File: config.mk
export PLATFORM = sky130hd
export DESIGN_NAME = rad_mpu
export DESIGN_NICKNAME = d
export VERILOG_FILES = /design/src/pkg/rad_pkg.sv /design/src/rad_mpu.sv
export SDC_FILE = /design/constraint.sdc
export NUM_CORES = 2
export LEC_CHECK = 0
export BUFFER_PORTS_ARGS = -buffer_cell sky130_fd_sc_hd__buf_2
export CORE_UTILIZATION = 30
export CTS_BUF_LIST = sky130_fd_sc_hd__clkbuf_4
export DETAILED_ROUTE_END_ITERATION = 7
export GPL_TIMING_DRIVEN = 0
export HOLD_SLACK_MARGIN = 0.03
export SETUP_SLACK_MARGIN = 0.4
export SYNTH_ARGS = -nofsm -noshare
export SYNTH_HDL_FRONTEND = slang
export SYNTH_SLANG_ARGS = --single-unit
export TNS_END_PERCENT = 20
File: constraint.sdc
create_clock -name clk_i -period 6 [get_ports clk_i]
set_clock_uncertainty 0.1 [all_clocks]
set_input_delay 0 -clock clk_i [delete_from_list [all_inputs] [get_ports clk_i]]
set_output_delay 0 -clock clk_i [all_outputs]
set_load 0.01 [all_outputs]
File: src/pkg/rad_pkg.sv
// Constants, types and register layout of the region attribute decoder and fault checker.
// Assumes a single 125 MHz clock domain and a classic Wishbone register port.
// How it works
// - Memory type from type_ext_field plus C,B
// - 00000 strongly ordered shareable; 00001 shareable device
// - 010,0,0 is non-shareable device
// - Normal memory shareability follows the shareable flag
// - 001,0,0 is normal non-cacheable inner and outer
// - 001,1,1 is normal write-back write-allocate both levels
// - Top type bit set: outer from type, inner from C,B
// - Policy codes: 00 none, 01 WBWA, 10 and 11 reserved
// - Inner attributes drive the inner sideband
// - Outer attributes drive the AxCACHE sideband
// - Control bit 0 switches protection on or off
// - TCM slave port accesses skip all checks
// - Faults abort: prefetch for fetch, data otherwise
// - Faulting access issues no master bus transaction
// - Enabled, address outside enabled subregions: background fault
// - Privileged access with background region: no background fault
// - Permission violation of matching region faults
// - Misaligned strict data access raises alignment fault
// - Strict-alignment control bit aligns all data accesses
// - Highest numbered matching region wins
// - Default-map bit: privileged uses default map, user faults
// - TCM addresses are normal non-shareable, permissions kept
`default_nettype none
package rad_pkg;
    // Register byte offsets
    localparam logic [11:0] RAD_CTRL_OFS     = 12'h000;
    localparam logic [11:0] RAD_FINFO_OFS    = 12'h004;
    localparam logic [11:0] RAD_FADDR_OFS    = 12'h008;
    localparam logic [11:0] RAD_REGION_OFS   = 12'h040;
    localparam logic [11:0] RAD_REGION_STEP  = 12'h010;
    localparam logic [3:0]  RAD_RBASE_OFS    = 4'h0;
    localparam logic [3:0]  RAD_RSIZE_OFS    = 4'h4;
    localparam logic [3:0]  RAD_RACC_OFS     = 4'h8;
    // Control word fields
    localparam int          RAD_CTRL_EN_BIT  = 0;
    localparam int          RAD_CTRL_ALN_BIT = 1;
    localparam int          RAD_CTRL_DM_BIT  = 17;
    localparam logic [31:0] RAD_CTRL_RST     = 32'h0000_0000;
    localparam logic [31:0] RAD_CTRL_MASK    = 32'h0002_0003;
    // Region size word: enable bit 0, size 5:1, subregion disable 15:8
    localparam logic [31:0] RAD_RSIZE_MASK   = 32'h0000_FF3F;
    localparam logic [4:0]  RAD_SIZE_MIN     = 5'h07;
    // Region access word: B 0, C 1, S 2, type ext 5:3, AP 10:8, XN 12
    localparam logic [31:0] RAD_RACC_MASK    = 32'h0000_173F;
    localparam logic [31:0] RAD_RBASE_MASK   = 32'hFFFF_FF00;
    // Fault info: kind 1:0, fetch 2, write 3, sticky seen 8
    localparam int          RAD_FSEEN_BIT    = 8;
    // Memory types
    typedef enum logic [1:0] {RAD_MT_SO = 2'h0, RAD_MT_DEV = 2'h1, RAD_MT_NORM = 2'h2} rad_mtype_t;
    // Policy codes
    localparam logic [1:0]  RAD_POL_NC       = 2'h0;
    localparam logic [1:0]  RAD_POL_WBWA     = 2'h1;
    // Fault kinds
    typedef enum logic [1:0] {RAD_F_NONE = 2'h0, RAD_F_BG = 2'h1, RAD_F_PERM = 2'h2, RAD_F_ALIGN = 2'h3} rad_fkind_t;
    // Access request from the pipeline
    typedef struct packed {
        logic [31:0] addr;
        logic        write;
        logic        fetch;
        logic        priv;
        logic [1:0]  size;      // log2 of bytes
        logic        strict;    // instruction demands alignment
        logic        tcm;       // address served by tightly coupled memory
        logic        tcm_slave; // arrives through the TCM slave port
    } rad_req_t;
    // Decoded attributes
    typedef struct packed {
        rad_mtype_t  mtype;
        logic        shareable;
        logic [1:0]  inner;
        logic [1:0]  outer;
    } rad_attr_t;
endpackage
`default_nettype wire

File: src/rad_mpu.sv
// Region attribute decoder and protection fault checker with a Wishbone register slave.
// Assumes the pipeline presents one access per cycle and all inputs are synchronous to clk_i.
`timescale 1ns/10ps
`default_nettype none
module rad_mpu #(
    parameter int NREG = 12    // Number of regions
) (
    // Clock and reset
    input  wire logic              clk_i,
    input  wire logic              rst_i,
    // Wishbone slave
    input  wire logic              wb_cyc_i,
    input  wire logic              wb_stb_i,
    input  wire logic              wb_we_i,
    input  wire logic [11:0]       wb_adr_i,
    input  wire logic [3:0]        wb_sel_i,
    input  wire logic [31:0]       wb_dat_i,
    output logic      [31:0]       wb_dat_o,
    output logic                   wb_ack_o,
    // Access request
    input  wire logic              req_valid_i,
    input  wire rad_pkg::rad_req_t req_i,
    // Access answer
    output logic                   resp_valid_o,
    output logic                   fault_o,
    output rad_pkg::rad_fkind_t    fault_kind_o,
    output logic                   prefetch_abort_o,
    output logic                   data_abort_o,
    output rad_pkg::rad_attr_t     attr_o,
    // Master bus issue
    output logic                   axi_req_valid_o,
    output logic      [31:0]       axi_addr_o,
    output logic                   axi_write_o,
    output logic      [3:0]        inner_attr_sideband_o,
    output logic      [3:0]        outer_attr_sideband_o
);
    import rad_pkg::*;

    // Elaboration check: the region index is four bits wide, so at most 16 regions fit
    if (NREG < 1 || NREG > 16) begin : g_nreg_bad
        $error("NREG must lie between 1 and 16");
    end

    // Region storage
    logic [31:0] rbase_q [NREG];   // Region base addresses
    logic [31:0] rsize_q [NREG];   // Enable, size and subregion disables
    logic [31:0] racc_q  [NREG];   // Type, policy and permission fields
    logic [31:0] ctrl_q;           // System control word
    logic [31:0] finfo_q;          // Last fault description
    logic [31:0] faddr_q;          // Last fault address
    logic        ack_q;            // Wishbone acknowledge
    logic [31:0] rdat_q;           // Wishbone read data
    rad_req_t    req_q;            // Request held for the answer

    // Byte-lane merge of a write into a stored word
    function automatic logic [31:0] merge_sel(input logic [31:0] old, input logic [31:0] nw,
                                              input logic [3:0] sel, input logic [31:0] mask);
        logic [31:0] r;
        r = old;
        for (int i = 0; i < 4; i++) begin
            if (sel[i]) begin
                r[i*8 +: 8] = nw[i*8 +: 8];
            end
        end
        return r & mask;
    endfunction

    // Address match with subregion check
    function automatic logic region_hit(input logic [31:0] base, input logic [31:0] szw,
                                        input logic [31:0] addr);
        logic [4:0]  sz;
        logic [31:0] mask;
        logic [31:0] sh;
        logic [2:0]  idx;
        sz   = (szw[5:1] < RAD_SIZE_MIN) ? RAD_SIZE_MIN : szw[5:1];
        mask = 32'hFFFFFFFF << ({1'b0, sz} + 6'h01);
        sh   = addr >> ({1'b0, sz} - 6'h02);
        idx  = sh[2:0];
        return szw[0] && (((addr ^ base) & mask) == 32'h0) && !szw[8 + idx];
    endfunction

    // Permission check from the 3-bit access field and execute-never
    function automatic logic perm_ok(input logic [2:0] ap, input logic xn, input rad_req_t r);
        logic rd;
        logic wr;
        case (ap)
            3'h1:    begin rd = r.priv; wr = r.priv; end
            3'h2:    begin rd = 1'b1;   wr = r.priv; end
            3'h3:    begin rd = 1'b1;   wr = 1'b1;   end
            3'h5:    begin rd = r.priv; wr = 1'b0;   end
            3'h6:    begin rd = 1'b1;   wr = 1'b0;   end
            default: begin rd = 1'b0;   wr = 1'b0;   end   // No access or reserved
        endcase
        // Fetch needs read rights too, since literals sit inline with code
        if (r.fetch) begin
            return rd && !xn;
        end
        return r.write ? wr : rd;
    endfunction

    // Type and policy decode of {type_ext_field, C, B, S}
    function automatic rad_attr_t decode_attr(input logic [2:0] type_ext_field, input logic c,
                                              input logic b, input logic s);
        rad_attr_t a;
        a = '{mtype: RAD_MT_SO, shareable: 1'b1, inner: RAD_POL_NC, outer: RAD_POL_NC};
        if (type_ext_field[2]) begin
            // Any reserved policy code falls back to strongly ordered
            if (!type_ext_field[1] && !c) begin
                a = '{mtype: RAD_MT_NORM, shareable: s, inner: {c, b}, outer: type_ext_field[1:0]};
            end
        end else begin
            case ({type_ext_field, c, b})
                5'h00:   a = '{mtype: RAD_MT_SO, shareable: 1'b1, inner: RAD_POL_NC, outer: RAD_POL_NC};
                5'h01:   a = '{mtype: RAD_MT_DEV, shareable: 1'b1, inner: RAD_POL_NC, outer: RAD_POL_NC};
                5'h04:   a = '{mtype: RAD_MT_NORM, shareable: s, inner: RAD_POL_NC, outer: RAD_POL_NC};
                5'h07:   a = '{mtype: RAD_MT_NORM, shareable: s, inner: RAD_POL_WBWA, outer: RAD_POL_WBWA};
                5'h08:   a = '{mtype: RAD_MT_DEV, shareable: 1'b0, inner: RAD_POL_NC, outer: RAD_POL_NC};
                default: a = '{mtype: RAD_MT_SO, shareable: 1'b1, inner: RAD_POL_NC, outer: RAD_POL_NC};
            endcase
        end
        return a;
    endfunction

    // Bus cache code from type and one policy level; inner and outer share it
    function automatic logic [3:0] cache_code(input rad_mtype_t mt, input logic [1:0] pol);
        if (mt == RAD_MT_SO) begin
            return 4'h0;
        end else if (mt == RAD_MT_DEV) begin
            return 4'h1;
        end
        return (pol == RAD_POL_WBWA) ? 4'hF : 4'h3;
    endfunction

    // Wishbone decode
    logic        wb_go;            // Request pending and not yet answered
    logic        wb_wr;            // Write takes effect this cycle
    logic [11:0] roff;             // Offset into region window
    logic [3:0]  ridx;             // Region index
    logic        rsel;             // Offset falls in a populated region slot
    assign wb_go = wb_cyc_i && wb_stb_i && !ack_q;
    assign wb_wr = wb_go && wb_we_i;
    assign roff  = wb_adr_i - RAD_REGION_OFS;
    assign ridx  = roff[7:4];
    assign rsel  = (wb_adr_i >= RAD_REGION_OFS) && (roff[11:8] == 4'h0) && (32'(ridx) < NREG);

    // Answer one cycle after the request; released for one cycle afterwards
    always_ff @(posedge clk_i) begin
        if (rst_i) begin
            ack_q <= 1'b0;
        end else begin
            ack_q <= wb_go;
        end
    end

    // Read mux; unmapped offsets read zero and are still acknowledged
    always_ff @(posedge clk_i) begin
        if (rst_i) begin
            rdat_q <= 32'h0;
        end else if (wb_go && !wb_we_i) begin
            rdat_q <= 32'h0;
            if (wb_adr_i == RAD_CTRL_OFS) begin
                rdat_q <= ctrl_q;
            end else if (wb_adr_i == RAD_FINFO_OFS) begin
                rdat_q <= finfo_q;
            end else if (wb_adr_i == RAD_FADDR_OFS) begin
                rdat_q <= faddr_q;
            end else if (rsel) begin
                case (roff[3:0])
                    RAD_RBASE_OFS: rdat_q <= rbase_q[ridx];
                    RAD_RSIZE_OFS: rdat_q <= rsize_q[ridx];
                    RAD_RACC_OFS:  rdat_q <= racc_q[ridx];
                    default:       rdat_q <= 32'h0;
                endcase
            end
        end
    end
    assign wb_dat_o = rdat_q;
    assign wb_ack_o = ack_q;

    // Control word; software follows a change with barriers
    always_ff @(posedge clk_i) begin
        if (rst_i) begin
            ctrl_q <= RAD_CTRL_RST;
        end else if (wb_wr && wb_adr_i == RAD_CTRL_OFS) begin
            ctrl_q <= merge_sel(ctrl_q, wb_dat_i, wb_sel_i, RAD_CTRL_MASK);
        end
    end

    // Region registers; all regions start disabled
    always_ff @(posedge clk_i) begin
        if (rst_i) begin
            for (int i = 0; i < NREG; i++) begin
                rbase_q[i] <= 32'h0;
                rsize_q[i] <= 32'h0;
                racc_q[i]  <= 32'h0;
            end
        end else if (wb_wr && rsel) begin
            case (roff[3:0])
                RAD_RBASE_OFS: rbase_q[ridx] <= merge_sel(rbase_q[ridx], wb_dat_i, wb_sel_i, RAD_RBASE_MASK);
                RAD_RSIZE_OFS: rsize_q[ridx] <= merge_sel(rsize_q[ridx], wb_dat_i, wb_sel_i, RAD_RSIZE_MASK);
                RAD_RACC_OFS:  racc_q[ridx]  <= merge_sel(racc_q[ridx], wb_dat_i, wb_sel_i, RAD_RACC_MASK);
                default: ;
            endcase
        end
    end

    // Region lookup: later regions override earlier ones
    logic        hit_any;          // Some enabled subregion matches
    logic [31:0] hit_acc;          // Access word of the winning region
    always_comb begin
        hit_any = 1'b0;
        hit_acc = 32'h0;
        for (int i = 0; i < NREG; i++) begin
            if (region_hit(rbase_q[i], rsize_q[i], req_i.addr)) begin
                hit_any = 1'b1;
                hit_acc = racc_q[i];
            end
        end
    end

    // Fault evaluation
    logic        mpu_en;           // Protection switched on
    logic        misalign;         // Address not a multiple of size
    logic        need_align;       // Data access requiring alignment
    logic        use_default;      // Privileged miss served by default map
    rad_fkind_t  fkind;            // Fault to report
    rad_attr_t   attr_d;           // Attributes for the access
    logic [3:0]  amask;            // Low address bits that must be zero
    assign mpu_en      = ctrl_q[RAD_CTRL_EN_BIT];
    assign amask       = 4'((5'h01 << req_i.size) - 5'h01);
    assign misalign    = (req_i.addr[3:0] & amask) != 4'h0;
    assign need_align  = !req_i.fetch && (req_i.strict || ctrl_q[RAD_CTRL_ALN_BIT]);
    assign use_default = !hit_any && req_i.priv && ctrl_q[RAD_CTRL_DM_BIT];

    always_comb begin
        fkind = RAD_F_NONE;
        if (req_i.tcm_slave) begin
            fkind = RAD_F_NONE;
        end else if (need_align && misalign) begin
            fkind = RAD_F_ALIGN;
        end else if (mpu_en && !hit_any && !use_default) begin
            fkind = RAD_F_BG;
        end else if (mpu_en && hit_any && !perm_ok(hit_acc[10:8], hit_acc[12], req_i)) begin
            fkind = RAD_F_PERM;
        end
    end

    // Attribute choice: default map when off or on a privileged miss
    always_comb begin
        attr_d = '{mtype: RAD_MT_NORM, shareable: 1'b0, inner: RAD_POL_NC, outer: RAD_POL_NC};
        if (mpu_en && hit_any) begin
            attr_d = decode_attr(hit_acc[5:3], hit_acc[1], hit_acc[0], hit_acc[2]);
        end
        if (req_i.tcm) begin
            attr_d = '{mtype: RAD_MT_NORM, shareable: 1'b0, inner: RAD_POL_NC, outer: RAD_POL_NC};
        end
    end

    // Answer registers; one access answered per cycle
    always_ff @(posedge clk_i) begin
        if (rst_i) begin
            resp_valid_o     <= 1'b0;
            fault_o          <= 1'b0;
            fault_kind_o     <= RAD_F_NONE;
            prefetch_abort_o <= 1'b0;
            data_abort_o     <= 1'b0;
            attr_o           <= '0;
            req_q            <= '0;
        end else begin
            resp_valid_o     <= req_valid_i;
            fault_o          <= req_valid_i && (fkind != RAD_F_NONE);
            fault_kind_o     <= req_valid_i ? fkind : RAD_F_NONE;
            prefetch_abort_o <= req_valid_i && (fkind != RAD_F_NONE) && req_i.fetch;
            data_abort_o     <= req_valid_i && (fkind != RAD_F_NONE) && !req_i.fetch;
            if (req_valid_i) begin
                attr_o <= attr_d;
                req_q  <= req_i;
            end
        end
    end

    // Master bus issue; TCM hits and faults never reach the bus
    always_ff @(posedge clk_i) begin
        if (rst_i) begin
            axi_req_valid_o       <= 1'b0;
            axi_addr_o            <= 32'h0;
            axi_write_o           <= 1'b0;
            inner_attr_sideband_o <= 4'h0;
            outer_attr_sideband_o <= 4'h0;
        end else begin
            axi_req_valid_o <= req_valid_i && (fkind == RAD_F_NONE) && !req_i.tcm && !req_i.tcm_slave;
            if (req_valid_i) begin
                axi_addr_o            <= req_i.addr;
                axi_write_o           <= req_i.write;
                inner_attr_sideband_o <= cache_code(attr_d.mtype, attr_d.inner);
                outer_attr_sideband_o <= cache_code(attr_d.mtype, attr_d.outer);
            end
        end
    end

    // Fault record; a new fault wins over a clear in the same cycle
    always_ff @(posedge clk_i) begin
        if (rst_i) begin
            finfo_q <= 32'h0;
            faddr_q <= 32'h0;
        end else begin
            if (wb_wr && wb_adr_i == RAD_FINFO_OFS && wb_sel_i[1] && wb_dat_i[RAD_FSEEN_BIT]) begin
                finfo_q[RAD_FSEEN_BIT] <= 1'b0;
            end
            if (req_valid_i && fkind != RAD_F_NONE) begin
                finfo_q[3:0]           <= {req_i.write, req_i.fetch, fkind};
                finfo_q[RAD_FSEEN_BIT] <= 1'b1;
                faddr_q                <= req_i.addr;
            end
        end
    end

    // Checks
    logic wr_ctrl;                 // Control write this cycle
    assign wr_ctrl = wb_wr && wb_adr_i == RAD_CTRL_OFS && wb_sel_i[0];

    // Faults stay off the bus and abort the matching stream
    fault_no_bus_a: assert property (@(posedge clk_i) disable iff (rst_i)
        fault_o |-> !axi_req_valid_o) else $error("Faulting access reached the bus");
    abort_split_a: assert property (@(posedge clk_i) disable iff (rst_i)
        fault_o |-> (prefetch_abort_o == req_q.fetch) && (data_abort_o == !req_q.fetch))
        else $error("Abort kind does not match access kind");
    // Decoded attributes
    so_shareable_a: assert property (@(posedge clk_i) disable iff (rst_i)
        resp_valid_o && attr_o.mtype == RAD_MT_SO |-> attr_o.shareable)
        else $error("Strongly ordered memory not shareable");
    // Fault classes and the paths that skip them
    slave_bypass_a: assert property (@(posedge clk_i) disable iff (rst_i)
        req_valid_i && req_i.tcm_slave |=> !fault_o && !axi_req_valid_o)
        else $error("TCM slave access was checked");
    align_fault_a: assert property (@(posedge clk_i) disable iff (rst_i)
        req_valid_i && !req_i.tcm_slave && !req_i.fetch && misalign && ctrl_q[RAD_CTRL_ALN_BIT]
        |=> fault_o && fault_kind_o == RAD_F_ALIGN) else $error("Missed alignment fault");
    user_bg_a: assert property (@(posedge clk_i) disable iff (rst_i)
        req_valid_i && mpu_en && !hit_any && !req_i.priv && !req_i.tcm_slave && !(need_align && misalign)
        |=> fault_kind_o == RAD_F_BG) else $error("User miss did not fault");
    priv_dm_a: assert property (@(posedge clk_i) disable iff (rst_i)
        req_valid_i && mpu_en && !hit_any && req_i.priv && ctrl_q[RAD_CTRL_DM_BIT]
        |=> fault_kind_o != RAD_F_BG) else $error("Privileged miss faulted with default map");
    off_no_check_a: assert property (@(posedge clk_i) disable iff (rst_i)
        req_valid_i && !mpu_en |=> fault_kind_o != RAD_F_BG && fault_kind_o != RAD_F_PERM)
        else $error("Region fault while protection off");
    // Control word, TCM attributes and sideband codes
    enable_write_a: assert property (@(posedge clk_i) disable iff (rst_i)
        wr_ctrl ##1 !wr_ctrl |-> ctrl_q[RAD_CTRL_EN_BIT] == $past(wb_dat_i[0]))
        else $error("Enable bit not written");
    tcm_attr_a: assert property (@(posedge clk_i) disable iff (rst_i)
        resp_valid_o && req_q.tcm |-> attr_o.mtype == RAD_MT_NORM && !attr_o.shareable && !axi_req_valid_o)
        else $error("TCM attributes wrong");
    outer_wb_a: assert property (@(posedge clk_i) disable iff (rst_i)
        axi_req_valid_o && attr_o.mtype == RAD_MT_NORM && attr_o.outer == RAD_POL_WBWA
        |-> outer_attr_sideband_o == 4'hF) else $error("Outer sideband not write-back");
    inner_nc_a: assert property (@(posedge clk_i) disable iff (rst_i)
        axi_req_valid_o && attr_o.mtype == RAD_MT_NORM && attr_o.inner == RAD_POL_NC
        |-> inner_attr_sideband_o == 4'h3) else $error("Inner sideband not non-cacheable");
    // Register bus handshake
    ack_pulse_a: assert property (@(posedge clk_i) disable iff (rst_i)
        wb_ack_o |=> !wb_ack_o) else $error("Acknowledge held two cycles");

    perm_fault_c: cover property (@(posedge clk_i) disable iff (rst_i) fault_o && fault_kind_o == RAD_F_PERM);
    bg_fault_c:   cover property (@(posedge clk_i) disable iff (rst_i) fault_o && fault_kind_o == RAD_F_BG);
    wb_issue_c:   cover property (@(posedge clk_i) disable iff (rst_i) axi_req_valid_o && outer_attr_sideband_o == 4'hF);
    fetch_abt_c:  cover property (@(posedge clk_i) disable iff (rst_i) prefetch_abort_o);
endmodule // rad_mpu
`default_nettype wire

==> impl_metrics.csv <==
group,metric,value,unit
synth,syn_area_per_cell,10.6,um2
clock_tree,cts_buffer_depth,3,
synth,netlist_area,61000,um2
synth,yosys_register_bits,892,
sta,fin_crit,6130,ps
clock_tree,cts_tree,"done",
clock_tree,clkSlewWorstSetupHoldPaths,70,ps
clock_tree,ctsHtreeMaxLevel,4,
floorplan,die_height,453,um
global_route,grt_antenna_before_repair,60,
detailed_routing,via_count,60900,
worst_setup_path,cp_data_required_time,7080,ps
synth,syn_inst,5748,
global_route,grtUsageTotal,0.367,
final_layout,seq_area,25500,um2
floorplan,die_area,205000,um2
global_route,grt_pass1_vias,57100,
global_route,grt_max_degree,25,
synth,ys_seq_area_frac,0.418,
final_layout,nFillCells,20100,
sta,hold_viol,0,
synth,synthFlopType,"edfxtp_1",
worst_setup_path,path_max_fanout,7,
power,ir_drop,180,uV
final_layout,drive_above_1_share,0.289,
final_layout,utilization,0.380,
sta,fin_crit_sh,1.02,
worst_hold_path,hold_path.class,"primary input to flop",
worst_setup_path,r2r_slack,-130,ps
sta,slew_headroom,-0.131,
detailed_routing,drc,0,
worst_setup_path,worstSetupEndpointType,"flop",
place,gp_congestion,1.05,
place,hpwl,286,mm
worst_setup_path,slowest_delay,590,ps
global_route,gr-total-overflow,0,
sta,tightest_slew,1650,ps
place,port_buffers,166,
floorplan,rows,165,
worst_setup_path,cp_slowest_cell,"or4_4",
final_layout,syn_to_final_growth,25.7,%
synth,netlist-cell-type-count,136,
worst_setup_path,cp.arrival,7210,ps
sta,max_freq,163,MHz
power,p_leak,28.8,nW
synth,synth_edf_count,768,
sta,whs,161,ps
final_layout,layout_common_cells,"nor2_1, edfxtp_1, clkbuf_4",
power,powerDensity,230,nW/um2
sta,setup_ws,-131,ps
worst_setup_path,crit_type,"flop to flop",
sta,setup-violations-final,33,
clock_tree,clock_latency,1330,ps
floorplan,start_util,0.302,
final_layout,multi_input_area,35200,um2
clock_tree,clock_sinks,892,
sta,rsz0062_at_grt,"yes",
worst_setup_path,start_kind,"flop",
synth,yosysWarnings,0,
job,cap_violations,8,
clock_tree,clockRootBuffer,"clkbuf_4",
sta,fin_setup_tns,-2670,ps
detailed_routing,final_antenna_net_count,0,
run_status,status,"finished, violations left",
global_route,grt_pass1_wl,509,mm
detailed_routing,drtIter0Drc,9426,
floorplan,die_width,453,um
floorplan,pin_count,182,
detailed_routing,drt_wl_total,388,mm
final_layout,nNetsFinal,6934,
detailed_routing,post_drt_wl_per_cell,40.2,um
run_status,failed_checks,"max-capacitance violations, max-slew violations, negative setup slack",
sta,slew_violations,76,
final_layout,final_common_cell,"nor2_1",
synth,synth-async-reset-ratio,0,
floorplan,core,202000,um2
detailed_routing,via_per_inst,6.31,
detailed_routing,firstDrtPassIters,8,
clock_tree,cts_made_buffers,236,
-- synth_stat cells, types with 21 or more instances --
master | instances | area [um2]
o2111ai_1 | 23 | 201
buf_1 | 54 | 203
xnor2_1 | 156 | 1370
dfxtp_1 | 124 | 2480
nand4_1 | 36 | 225
o32ai_1 | 35 | 307
and2_1 | 21 | 131
a31oi_1 | 57 | 357
mux2i_1 | 270 | 2700
buf_2 | 173 | 866
ha_1 | 75 | 938
a21oi_1 | 185 | 926
mux4_2 | 308 | 6940
a211oi_1 | 44 | 330
clkbuf_1 | 231 | 867
a22oi_1 | 48 | 360
inv_1 | 182 | 683
a221oi_1 | 29 | 254
o221ai_1 | 66 | 578
o211ai_1 | 64 | 480
mux2_2 | 96 | 1080
buf_6 | 49 | 552
nand2_1 | 355 | 1330
o22ai_1 | 102 | 638
nand3_1 | 110 | 551
o31ai_1 | 45 | 338
nand2b_1 | 70 | 438
edfxtp_1 | 768 | 23100
xor2_1 | 176 | 1540
nor3_1 | 77 | 385
and3_1 | 22 | 138
nor4_1 | 25 | 156
nor2_1 | 857 | 3220
buf_4 | 43 | 323
nor2b_1 | 49 | 307
nand3b_1 | 22 | 165
o21ai_0 | 180 | 901
-- path summary, 6_finish.rpt --
| kind | to | cells after the start | from |
|---|---|---|---|
| max | faddr_q[28] | 25 | rsize_q[2][4] |
| max reg2reg | faddr_q[28] | 25 | rsize_q[2][4] |
| min reg2reg | attr_o[2] | 2 | attr_o[2] |
| min | rbase_q[10][9] | 4 | wb_sel_i[2] |
-- area by class of cell --
class / instances / area share
inverters: 211 / 0.0114
multi-input cells: 4274 / 0.458
diodes: 30 / 0.000979
clock buffers: 363 / 0.0355
repair buffers: 587 / 0.0623
flip-flops and latches: 892 / 0.333
well taps: 2672 / 0.0436
plain buffers: 563 / 0.0507
clock inverters: 61 / 0.00414
-- critical path: cells and delay by family (launching register included) --
family                     cells  cell delay, ps
AOI/OAI and AO/OA              9            2520
buffers and inverters          7             870
xor gates and xnor gates       1             370
DFF                            1             420
muxes                          1             110
and+or+nand+nor                6            1330
adders and majority gates      1             220
-- registers in the layout (all words and copies together), names as in the netlist, 2 cells and up --
signal                 count
attr_o                     7
axi_addr_o                32
ctrl_q                     3
faddr_q                   32
fault_kind_o               2
finfo_q                    5
inner_attr_sideband_o      3
racc_q                   160
rbase_q                  384
rsize_q                  224
wb_dat_o                  32
-- power breakdown --
| part | internal, W | switching [W] | leakage [nW] |
|---|---|---|---|
| clock network | 0.00277 | 0.00279 | 1.83 |
| logic | 0.00158 | 0.00326 | 18.1 |
| registers | 0.00706 | 0.000205 | 8.87 |
| total | 0.0114 | 0.00626 | 28.8 |
-- per-layer routing --
metal | vias up | wire [um] | global-route usage
met5 | - | 314 | 0.0103
met4 | 27 | 31300 | 0.247
met3 | 1156 | 51100 | 0.130
met2 | 4908 | 158000 | 0.521
met1 | 31100 | 147000 | 0.466
li1 | 23700 | - | -
-- kinds of logic after synthesis --
logic type,after synthesis,share of synthesized area
buffers and inverters,774,0.0618
other,1,0.0000614
adders and majority gates,80,0.0162
xor gates and xnor gates,336,0.0487
AOI/OAI and AO/OA,1244,0.150
muxes,677,0.176
DFF,892,0.418
and+or+nand+nor,1744,0.128
-- metrics by stage --
step           total power (W)  cell area [um2]  cells  setup slack [ps]
6_report                0.0177            76700   9653              -131
3_5_place_dp            0.0114            66100   8783             -2560
5_1_grt                 0.0180            76700   9633              -136
2_1_floorplan          0.00946            61800   5939               421
3_3_place_gp            0.0114            65900   8777             -3730
4_1_cts                 0.0173            75500   9566              71.5
-- repair_timing --
| item | 4_1_cts | 5_1_grt |
|---|---|---|
| setup buffers | 177 | 50 |
| setup endpoints to repair | 668 | 340 |
| hold buffers | 178 | 0 |
| gates resized for setup | 675 | 137 |
| cloned | 4 | 4 |
| endpoints found under the hold margin | 888 | 0 |
| pin swaps | 132 | 73 |
No activity file was read; power rests on OpenSTA's default activity.
